## src/ref_input_config_defines.svh

```systemverilog
// Purpose: Offsets, field positions, reset values and counts of the reference input registers.
// Assumes: Included by its bare name from the design files.
// Notes: Definitions only.
`ifndef REF_INPUT_CONFIG_DEFINES_SVH
`define REF_INPUT_CONFIG_DEFINES_SVH

`define OFS_STANDBY_PRIO 7'h1C
`define OFS_CFG_TTL1 7'h22
`define OFS_CFG_TTL2 7'h23
`define OFS_CFG_DIFF1 7'h24
`define OFS_CFG_DIFF2 7'h25
`define OFS_CFG_STANDBY 7'h28

`define RST_STANDBY_PRIO 4'h4
`define RST_CFG_TTL 8'h00
`define RST_CFG_OTHER 8'h03

`define BIT_PROG_DIV 7
`define BIT_PRESET_DIV 6
`define BIT_BUCKET_HI 5
`define BIT_BUCKET_LO 4
`define PRIO_HI 3

`define NUM_INPUTS 5
`define IDX_STANDBY 3'h4
`define PRIO_OFF 4'h0

`define SER_ADDR_LAST 5'h07
`define SER_DATA_FIRST 5'h08
`define SER_DATA_LAST 5'h0F
`define SER_FRAME_BITS 5'h10

`endif

```

## src/ref_cfg_pkg.sv

```systemverilog
// Purpose: Types shared by the reference input configuration block.
// Assumes: Nothing beyond plain SystemVerilog.
// Notes: Field order of src_cfg_s matches the register bit order.
package ref_cfg_pkg;

	typedef enum logic [1:0] {PATH_DIRECT, PATH_PROG, PATH_PRESET} path_e;

	typedef struct packed {
		logic prog_div;
		logic preset_div;
		logic [1:0] bucket;
		logic [3:0] freq;
	} src_cfg_s;

	typedef struct packed {
		logic valid;
		logic [6:0] addr;
		logic [7:0] data;
	} reg_write_s;

	typedef struct packed {
		path_e dpll_path;
		logic monitor_predivided;
		logic [1:0] bucket;
	} input_route_s;

endpackage

```

## src/serial_port.sv

```systemverilog
// Purpose: Serial register port: one read/write flag, seven address bits, eight data bits.
// Assumes: Serial clock is slow against clock; bits are sampled on its rising edge.
// Notes: Read data leave on falling edges, most significant bit first.
`timescale 1ns/10ps
`default_nettype none
`include "ref_input_config_defines.svh"

module serial_port (
	input wire logic clock,
	input wire logic nrst,
	input wire logic cs_n,
	input wire logic sclk,
	input wire logic sdi,
	input wire logic [7:0] rd_data,
	output var logic [6:0] rd_addr,
	output var ref_cfg_pkg::reg_write_s wr,
	output var logic sdo,
	output var logic sdo_oe
);

	logic sclk_prev, next_sclk_prev, is_read, next_is_read;
	logic [4:0] count, next_count;
	logic [6:0] in_shift, next_in_shift, next_rd_addr;
	logic [7:0] out_shift, next_out_shift;
	logic next_sdo, next_sdo_oe;
	ref_cfg_pkg::reg_write_s next_wr;

	always_comb
	begin
		next_sclk_prev = sclk;
		next_is_read = is_read;
		next_count = count;
		next_in_shift = in_shift;
		next_rd_addr = rd_addr;
		next_out_shift = out_shift;
		next_sdo = sdo;
		next_sdo_oe = sdo_oe;
		next_wr = '0;
		if (cs_n)
		begin
			next_count = 5'h00;
			next_sdo_oe = 1'b0;
			next_is_read = 1'b0;
		end
		else if (sclk && !sclk_prev && count != `SER_FRAME_BITS)
		begin
			next_in_shift = {in_shift[5:0], sdi};
			next_count = count + 5'h01;
			if (count == 5'h00)
				next_is_read = sdi;
			if (count == `SER_ADDR_LAST)
				next_rd_addr = {in_shift[5:0], sdi};
			if (count == `SER_DATA_LAST && !is_read)
				next_wr = {1'b1, rd_addr, in_shift[6:0], sdi};
		end
		else if (!sclk && sclk_prev && count >= `SER_DATA_FIRST && count != `SER_FRAME_BITS)
		begin
			if (count == `SER_DATA_FIRST)
			begin
				next_sdo = rd_data[7];
				next_out_shift = {rd_data[6:0], 1'b0};
				next_sdo_oe = is_read;
			end
			else
			begin
				next_sdo = out_shift[7];
				next_out_shift = {out_shift[6:0], 1'b0};
			end
		end
	end

	always_ff @(posedge clock)
	begin
		if (!nrst)
		begin
			sclk_prev <= 1'b0;
			is_read <= 1'b0;
			count <= 5'h00;
			in_shift <= 7'h00;
			rd_addr <= 7'h00;
			out_shift <= 8'h00;
			sdo <= 1'b0;
			sdo_oe <= 1'b0;
			wr <= '0;
		end
		else
		begin
			sclk_prev <= next_sclk_prev;
			is_read <= next_is_read;
			count <= next_count;
			in_shift <= next_in_shift;
			rd_addr <= next_rd_addr;
			out_shift <= next_out_shift;
			sdo <= next_sdo;
			sdo_oe <= next_sdo_oe;
			wr <= next_wr;
		end
	end

endmodule // serial_port

`default_nettype wire

```

## src/ref_selector.sv

```systemverilog
// Purpose: Automatic reference choice among the inputs by programmed priority.
// Assumes: Index 0 is the first TTL input and index 4 the stand-by input.
// Notes: Result is registered one cycle after its inputs.
`timescale 1ns/10ps
`default_nettype none
`include "ref_input_config_defines.svh"

module ref_selector (
	input wire logic clock,
	input wire logic nrst,
	input wire logic [`NUM_INPUTS-1:0][3:0] prio,
	input wire logic [`NUM_INPUTS-1:0] valid,
	output var logic [2:0] sel,
	output var logic sel_valid
);

	logic [2:0] next_sel;
	logic next_sel_valid;
	logic [3:0] best;
	// Inputs that the registered choice was made from, kept for the checks below.
	logic [`NUM_INPUTS-1:0][3:0] prio_q;
	logic [`NUM_INPUTS-1:0] valid_q;

	// A strict compare keeps the lowest index on equal priorities.
	always_comb
	begin
		next_sel = 3'h0;
		next_sel_valid = 1'b0;
		best = 4'hF;
		for (int i = 0; i < `NUM_INPUTS; i++)
		begin
			if (valid[i] && prio[i] != `PRIO_OFF && (!next_sel_valid || prio[i] < best))
			begin
				next_sel = 3'(i);
				next_sel_valid = 1'b1;
				best = prio[i];
			end
		end
	end

	always_ff @(posedge clock)
	begin
		if (!nrst)
		begin
			sel <= 3'h0;
			sel_valid <= 1'b0;
			prio_q <= '0;
			valid_q <= '0;
		end
		else
		begin
			sel <= next_sel;
			sel_valid <= next_sel_valid;
			prio_q <= prio;
			valid_q <= valid;
		end
	end
endmodule // ref_selector

`default_nettype wire

```

## src/ref_input_config_regs.sv

```systemverilog
// Purpose: Reference input configuration registers behind the serial port.
// Assumes: Serial pins are synchronous to clock; peer priorities come from elsewhere.
// Notes: Inputs are ordered first TTL, second TTL, first diff, second diff, stand-by.
`timescale 1ns/10ps
`default_nettype none
`include "ref_input_config_defines.svh"

module ref_input_config_regs (
	input wire logic clock,
	input wire logic nrst,
	input wire logic cs_n,
	input wire logic sclk,
	input wire logic sdi,
	output var logic sdo,
	output var logic sdo_oe,
	input wire logic [3:0][3:0] peer_priority,
	input wire logic [`NUM_INPUTS-1:0] input_valid,
	output var ref_cfg_pkg::input_route_s [`NUM_INPUTS-1:0] route,
	output var logic [2:0] selected_input,
	output var logic selection_valid
);

	// Returns {hit, index} for a source configuration address.
	function automatic logic [3:0] cfg_slot(input logic [6:0] a);
		case (a)
			`OFS_CFG_TTL1: cfg_slot = 4'h8;
			`OFS_CFG_TTL2: cfg_slot = 4'h9;
			`OFS_CFG_DIFF1: cfg_slot = 4'hA;
			`OFS_CFG_DIFF2: cfg_slot = 4'hB;
			`OFS_CFG_STANDBY: cfg_slot = 4'hC;
			default: cfg_slot = 4'h0;
		endcase
	endfunction

	function automatic ref_cfg_pkg::input_route_s route_of(input ref_cfg_pkg::src_cfg_s s);
		ref_cfg_pkg::input_route_s r;
		r.monitor_predivided = s.prog_div;
		r.bucket = s.bucket;
		if (s.prog_div)
			r.dpll_path = ref_cfg_pkg::PATH_PROG;
		else if (s.preset_div)
			r.dpll_path = ref_cfg_pkg::PATH_PRESET;
		else
			r.dpll_path = ref_cfg_pkg::PATH_DIRECT;
		return r;
	endfunction

	logic [6:0] rd_addr;
	logic [7:0] rd_data;
	ref_cfg_pkg::reg_write_s wr;
	logic [3:0] standby_prio, next_standby_prio;
	ref_cfg_pkg::src_cfg_s [`NUM_INPUTS-1:0] cfg, next_cfg;
	ref_cfg_pkg::input_route_s [`NUM_INPUTS-1:0] next_route;
	logic [3:0] wr_slot, rd_slot;

	serial_port port (
		.clock(clock),
		.nrst(nrst),
		.cs_n(cs_n),
		.sclk(sclk),
		.sdi(sdi),
		.rd_data(rd_data),
		.rd_addr(rd_addr),
		.wr(wr),
		.sdo(sdo),
		.sdo_oe(sdo_oe)
	);

	// Upper nibble of the priority register and unmapped addresses read zero.
	always_comb
	begin
		rd_slot = cfg_slot(rd_addr);
		if (rd_addr == `OFS_STANDBY_PRIO)
			rd_data = {4'h0, standby_prio};
		else if (rd_slot[3])
			rd_data = cfg[rd_slot[2:0]];
		else
			rd_data = 8'h00;
	end

	always_comb
	begin
		wr_slot = cfg_slot(wr.addr);
		next_standby_prio = standby_prio;
		next_cfg = cfg;
		if (wr.valid && wr.addr == `OFS_STANDBY_PRIO)
			next_standby_prio = wr.data[`PRIO_HI:0];
		if (wr.valid && wr_slot[3])
			next_cfg[wr_slot[2:0]] = wr.data;
	end

	always_ff @(posedge clock)
	begin
		if (!nrst)
		begin
			standby_prio <= `RST_STANDBY_PRIO;
			cfg[0] <= `RST_CFG_TTL;
			cfg[1] <= `RST_CFG_TTL;
			cfg[2] <= `RST_CFG_OTHER;
			cfg[3] <= `RST_CFG_OTHER;
			cfg[4] <= `RST_CFG_OTHER;
		end
		else
		begin
			standby_prio <= next_standby_prio;
			cfg <= next_cfg;
		end
	end

	// One route per input, so each monitor gets its own bucket choice.
	always_comb
	begin
		for (int i = 0; i < `NUM_INPUTS; i++)
			next_route[i] = route_of(cfg[i]);
	end

	always_ff @(posedge clock)
	begin
		if (!nrst)
			route <= '0;
		else
			route <= next_route;
	end

	ref_selector selector (
		.clock(clock),
		.nrst(nrst),
		.prio({standby_prio, peer_priority}),
		.valid(input_valid),
		.sel(selected_input),
		.sel_valid(selection_valid)
	);
endmodule // ref_input_config_regs

`default_nettype wire

```

## config.mk

```make
export PLATFORM = sky130hd
export DESIGN_NAME = ref_input_config_regs
export DESIGN_NICKNAME = d
export VERILOG_FILES = /design/src/ref_cfg_pkg.sv /design/src/serial_port.sv /design/src/ref_selector.sv /design/src/ref_input_config_regs.sv
export VERILOG_INCLUDE_DIRS = /design/src
export SDC_FILE = /design/constraint.sdc
export NUM_CORES = 1
export LEC_CHECK = 0
export BUFFER_PORTS_ARGS = -buffer_cell sky130_fd_sc_hd__buf_2
export CAP_MARGIN = 20
export CORE_UTILIZATION = 42
export DETAILED_ROUTE_END_ITERATION = 12
export MAX_ROUTING_LAYER = met4
export SYNTH_ARGS = -nofsm -noshare
export SYNTH_HDL_FRONTEND = slang
export SYNTH_HIERARCHICAL = 1
export SYNTH_SLANG_ARGS = --single-unit
```

## constraint.sdc

```tcl
create_clock -name clock -period 11.22 [get_ports clock]
set_input_delay 1.683 -clock clock [delete_from_list [all_inputs] [get_ports clock]]
set_output_delay 1.683 -clock clock [all_outputs]
set_load 0.1 [all_outputs]
```

==> results of run 1 <==
==> cell usage after synthesis, types with 3 or more instances <==
| master | number |
|---|---|
| a211oi_1 | 16 |
| a21oi_1 | 29 |
| a41oi_1 | 7 |
| and2_1 | 18 |
| and2_2 | 15 |
| and3_1 | 3 |
| and3b_1 | 7 |
| buf_2 | 8 |
| buf_4 | 5 |
| clkbuf_1 | 16 |
| dfxtp_1 | 114 |
| ha_1 | 11 |
| inv_1 | 16 |
| mux2_2 | 6 |
| mux2_4 | 3 |
| mux2i_1 | 70 |
| nand2_1 | 29 |
| nand2b_1 | 9 |
| nand3_1 | 16 |
| nand4_1 | 8 |
| nor2_1 | 23 |
| nor2b_1 | 47 |
| nor3_1 | 6 |
| nor3_4 | 3 |
| nor3b_1 | 5 |
| nor4b_2 | 3 |
| o211ai_1 | 3 |
| o21a_1 | 5 |
| o21ai_0 | 18 |
| o22ai_1 | 3 |
| o41ai_1 | 4 |
| or2_1 | 4 |
==> registers in the layout, indices dropped and copies added (netlist names) <==
name,flops
cfg,40
port/count,5
port/in_shift,7
port/is_read,1
port/out_shift,7
port/rd_addr,7
port/sclk_prev,1
port/sdo,1
port/sdo_oe,1
port/wr,16
route,20
selector/sel,3
selector/sel_valid,1
standby_prio,4
==> logic make-up (layout without fill, tap and decap cells) <==
| family | after synthesis | in the layout | synth area share |
|---|---|---|---|
| flops | 114 | 114 | 0.396 |
| buf+inv | 47 | 106 | 0.0382 |
| compound gates | 122 | 122 | 0.156 |
| simple gates | 215 | 215 | 0.236 |
| mux | 81 | 81 | 0.149 |
| fa+ha+maj | 11 | 11 | 0.0239 |
| xor+xnor | 1 | 1 | 0.00152 |
==> worst register-to-register path: stages, from the launching register on <==
cell      delay (ps)
dfxtp_1          400
or3b_4           450
nor3_4           390
mux4_2           580
a222oi_1         490
inv_1            100
mux2i_1          150
a211oi_1          80
==> worst paths after layout <==
path / startpoint / endpoint / slack, ps / depth (start not counted)
max: peer_priority[0] / selector/sel[2]$_SDFF_PN0_ / 2990 / 29
min: port/out_shift[1]$_SDFFE_PN0P_ / port/out_shift[1]$_SDFFE_PN0P_ / 460 / 2
max reg2reg: port/rd_addr[5]$_SDFFE_PN0P_ / port/out_shift[4]$_SDFFE_PN0P_ / 8470 / 7
min reg2reg: port/out_shift[1]$_SDFFE_PN0P_ / port/out_shift[1]$_SDFFE_PN0P_ / 460 / 2
==> area by class of cell <==
class	instances	area (um^2)
Fill cell	1231	6540
Multi-Input combinational cell	430	3270
Sequential cell	114	2280
Clock buffer	21	470
Timing Repair Buffer	58	295
Tap cell	176	220
Clock inverter	11	158
Inverter	16	60.1
==> stage by stage <==
step            util  instance area, um^2  hold slack, ps  instances  setup slack (ps)
6_report       0.508                 6750             457        826              2990
5_1_grt        0.508                 6750             485        826              2570
4_1_cts        0.508                 6750             463        826              3100
3_5_place_dp   0.461                 6120             455        794              2680
3_3_place_gp   0.461                 6120             445        794              2830
2_1_floorplan      -                 5770             430        591              3500
==> layer usage <==
layer | wire length, um | part of all wire | global-route usage
met5 | 0 | 0 | -
met4 | 319 | 0.024 | 0.0894
met3 | 585 | 0.044 | 0.0512
met2 | 6120 | 0.47 | 0.317
met1 | 6130 | 0.47 | 0.250
==> power by group through the flow <==
stage | clock network, mW | registers, mW | logic [mW]
finish | 0.565 | 0.410 | 0.0963
global route | 0.596 | 0.410 | 0.105
CTS | 0.576 | 0.410 | 0.0962
detailed placement | 0 | 0.418 | 0.0959
global placement | 0 | 0.419 | 0.0945
floorplan | 0 | 0.430 | 0.0615
==> results by group, run 1 <==
Status
  • Status: complete, no violations

Synthesis
  • Ranking of synthesized cells by area: dfxtp_1 (40%), mux2i_1 (12%), nor2b_1 (5.1%)
  • Area leader, netlist: dfxtp_1
  • Cell Area, Synth: 5770 um^2
  • Yosys top cell area share: 0.396
  • Synth Flop Type: dfxtp_1
  • Syn_area_per_cell: 9.76 um^2
  • Post-Synthesis Cells: 591
  • Unique masters post-synth: 81
  • Synth Warn #: 6
  • Sequential fraction of the synthesis area: 0.396
  • Post-synth EDFFs: 0
  • FF+latch count, synth: 114
  • Asr flop ratio synth: 0
  • Syn nets: 628

Timing
  • Tcrit/Tclk final: 0.733
  • Relative slew slack: 0.447
  • Final setup fails: 0
  • Measured slew at the worst slew-check pin: 819 ps
  • FMAX: 122 MHz
  • Setup TNS: 0 ps
  • Final hold violations: 0
  • RSZ-0062 raised after global routing: no
  • Final-report max-slew violation count: 0
  • Clk_skew: 6.03 ps
  • Final min period: 8230 ps

Final layout
  • Layout cell share with drive strength beyond 1: 0.220
  • Commonest non-fill, non-tap cell in the layout: dfxtp_1
  • Inserted Diodes: 0
  • Area growth syn-to-layout: 17.0%
  • Commonest cells after routing, fill and taps aside: dfxtp_1 (114), mux2i_1 (70), buf_2 (56)
  • Final net count: 674

Setup path
  • Top Family by Delay on Critical Path: compound AO/OA/AOI/OAI gates
  • CP most frequent cell: ha_1
  • Worst Setup End Kind: flip-flop
  • Crit path largest cell delay: 730 ps
  • Req. time, crit path: 11,580 ps
  • Crit path max fanout: 8
  • Worst Path Arrival: 8580 ps
  • Startpoint Class: primary input
  • Critical path's slowest cell: o41ai_1
  • Buf+Inv Stages, Crit Path: 2
  • WS Path Type: primary input to flip-flop

Route
  • Final WL: 13,200 um
  • # DRC: 0
  • Post-route ant nets: 0
  • Router iterations before antenna repair: 5
  • Via/cell ratio: 5.57
  • Vias: 4,602
  • WL/cell: 15.9 um
  • DRT iter0 DRCs: 272

Power and ir drop
  • Switching share of total power: 0.226
  • VDD IR max: 0.0000984 V
  • Clock power frac: 0.527
  • Lkg Pwr: 2.79 nW
  • Seq pwr share: 0.383
  • Sw power: 242 uW
  • Power density cells: 159 nW/um^2
  • Internal power: 830 uW
  • Total power: 1.07 mW
  • Gate power share: 0.090

Clock network
  • Max clock buf depth: 2
  • Clock buffer count from CTS: 17
  • H-tree levels: 4
  • Clk Latency, worst-skew pair: 410 ps
  • CTS tree: done
  • Clock sink count: 114
  • Post-CTS setup buffer count: 0
  • Worst-path clk slew: 50 ps
  • Hold Buf Count CTS: 0
  • Clk root buf: clkbuf_16
  • Resized Gates After CTS: 0

Place
  • Gpl congestion: 0.973
  • DP HPWL: 9560 um
  • # port buffers: 56

Min path
  • HP Class: flip-flop to flip-flop

Global routing
  • Initial antenna violation count: 0
  • Remaining global-route overflow: 0
  • Number of global-route vias before repair: 4,367
  • Total track usage: 0.204
  • First-pass GRT wire length: 22,000 um
  • Largest net degree at the start of global routing: 81

Die
  • Initial Util: 0.434
  • Overall die height: 119 um
  • Die span in x: 119 um
  • Rows: 42
  • Area of the die: 14,200 um^2
  • Core Region: 13,300 um^2
  • I/O pins: 57

Run
  • Max-cap check violation count: 0
Power figures use the tool's default switching activity.
==> inputs of run 2 (changes only) <==
- clock period: 11.22 -> 7.5 ns (I/O delays scaled with it)
==> results by group, run 2 (synthesis gave the netlist of run 1 again) <==
Final layout
  • Final net count: 678
  • Top reg by flops: cfg
  • Commonest cells after routing, fill and taps aside: dfxtp_1 (114), mux2i_1 (70), buf_2 (56)
  • Commonest non-fill, non-tap cell in the layout: dfxtp_1
  • Fillers: 1,226
  • Area of the multi-input gates: 3270 um^2
  • Number of flip-flops in the largest register: 40
  • Biggest regs: cfg: 40 flops, route: 20 flops, port/wr: 16 flops
  • Area growth syn-to-layout: 17.9%
  • Register area: 2280 um^2
  • Layout cell share with drive strength beyond 1: 0.225
  • Inserted Diodes: 0

Timing
  • Hold_ws: 461 ps
  • Final-report max-slew violation count: 0
  • RSZ-0062 raised after global routing: no
  • Final hold violations: 0
  • Final setup fails: 0
  • Clk_skew: 5.34 ps
  • Measured slew at the worst slew-check pin: 818 ps
  • Relative slew slack: 0.447
  • Setup TNS: 0 ps
  • Tcrit/Tclk final: 0.933
  • FMAX: 143 MHz
  • Final min period: 7000 ps

Setup path
  • Crit path max fanout: 8
  • Critical path's slowest cell: o41ai_2
  • WS Path Type: primary input to flip-flop
  • Reg2Reg Setup Slack: 4780 ps
  • Buf+Inv Stages, Crit Path: 2
  • Worst r2r src: port/rd_addr[5]$_SDFFE_PN0P_
  • Worst Setup End Kind: flip-flop
  • Worst Path Arrival: 7310 ps
  • Worst R2R End: port/out_shift[4]$_SDFFE_PN0P_
  • Startpoint Class: primary input
  • Req. time, crit path: 7810 ps
  • Crit path largest cell delay: 410 ps
  • FF-to-FF path depth: 7
  • Top Family by Delay on Critical Path: compound AO/OA/AOI/OAI gates

Place
  • DP HPWL: 9600 um
  • # port buffers: 56
  • Gpl congestion: 0.939

Clock network
  • Clk root buf: clkbuf_16
  • Worst-path clk slew: 50 ps
  • CTS tree: done
  • H-tree levels: 4
  • Post-CTS setup buffer count: 0
  • Clock sink count: 114
  • Max clock buf depth: 2
  • Clk Latency, worst-skew pair: 410 ps
  • Hold Buf Count CTS: 0
  • Clock buffer count from CTS: 17

Min path
  • HP Class: flip-flop to flip-flop
  • Hold path depth: 2
  • Worst Hold Path EP: port/out_shift[1]$_SDFFE_PN0P_
  • Hold Path Origin: port/out_shift[1]$_SDFFE_PN0P_

Die
  • Core Region: 13,300 um^2
  • Overall die height: 119 um
  • Die span in x: 119 um
  • I/O pins: 57
  • Initial Util: 0.434
  • Rows: 42
  • Area of the die: 14,200 um^2

Run
  • Max-cap check violation count: 0

Route
  • # DRC: 0
  • DRT iter0 DRCs: 349
  • Router iterations before antenna repair: 5
  • Vias: 4,584
  • Post-route ant nets: 0
  • WL/cell: 16.0 um
  • Via/cell ratio: 5.52
  • Final WL: 13,300 um

Power and ir drop
  • VDD IR max: 0.000173 V
  • Power density cells: 238 nW/um^2
  • Lkg Pwr: 2.81 nW

Status
  • Status: complete, no violations

Global routing
  • Total track usage: 0.205
  • Initial antenna violation count: 0
  • Remaining global-route overflow: 0
  • First-pass GRT wire length: 22,000 um
  • Largest net degree at the start of global routing: 81
  • Number of global-route vias before repair: 4,289
run 2: layout make-up:
type,count,share of cell area
Multi-Input combinational cell,430,0.481
Sequential cell,114,0.336
Clock buffer,23,0.0717
Timing Repair Buffer,62,0.0478
Tap cell,176,0.0324
Clock inverter,9,0.0223
Inverter,16,0.00883
run 2: tightest hold or removal path, cell delays in order, from the launching register on:
cell and delay, ps:
dfxtp_1 300, nand2_1 50, mux2i_1 50
run 2: worst max-delay path by stage:
stage,startpoint,to,slack (ps),depth (start not counted)
final,peer_priority[0],selector/sel[1]$_SDFF_PP0_,500,30
after global routing,peer_priority[0],selector/sel[1]$_SDFF_PP0_,70,28
after CTS,peer_priority[0],selector/sel[1]$_SDFF_PP0_,540,29
after detailed placement,peer_priority[0],selector/sel[1]$_SDFF_PP0_,150,29
after global placement,peer_priority[1],selector/sel[2]$_SDFF_PN0_,300,29
after floorplan,peer_priority[1],selector/sel[2]$_SDFF_PN0_,330,27
run 2: routing by layer:
metal,vias up,wire length (um),track usage
met5,-,0,-
met4,0,279,0.0839
met3,20,615,0.0522
met2,123,6250,0.316
met1,2186,6140,0.254
li1,2255,-,-
run 2: per-stage QoR:
stage	util	area, um^2	setup WS (ps)	power (mW)	cells
6_report	0.512	6800	501	1.62	830
2_1_floorplan	-	5770	334	0.736	591
3_3_place_gp	0.463	6150	297	0.771	798
3_5_place_dp	0.463	6150	152	0.771	798
4_1_cts	0.511	6790	535	1.63	830
5_1_grt	0.512	6800	65.3	1.68	830
run 2: repair_timing:
item                       4_1_cts  5_1_grt
setup endpoints to repair        0        1
resized for setup                0        1
hold endpoints to repair         0        0
run 2: power by group:
part	switching, mW	internal (mW)	leakage (nW)
clock network	0.269	0.589	0.313
registers	0.00230	0.611	0.920
logic	0.0929	0.0557	1.58
total	0.364	1.26	2.81
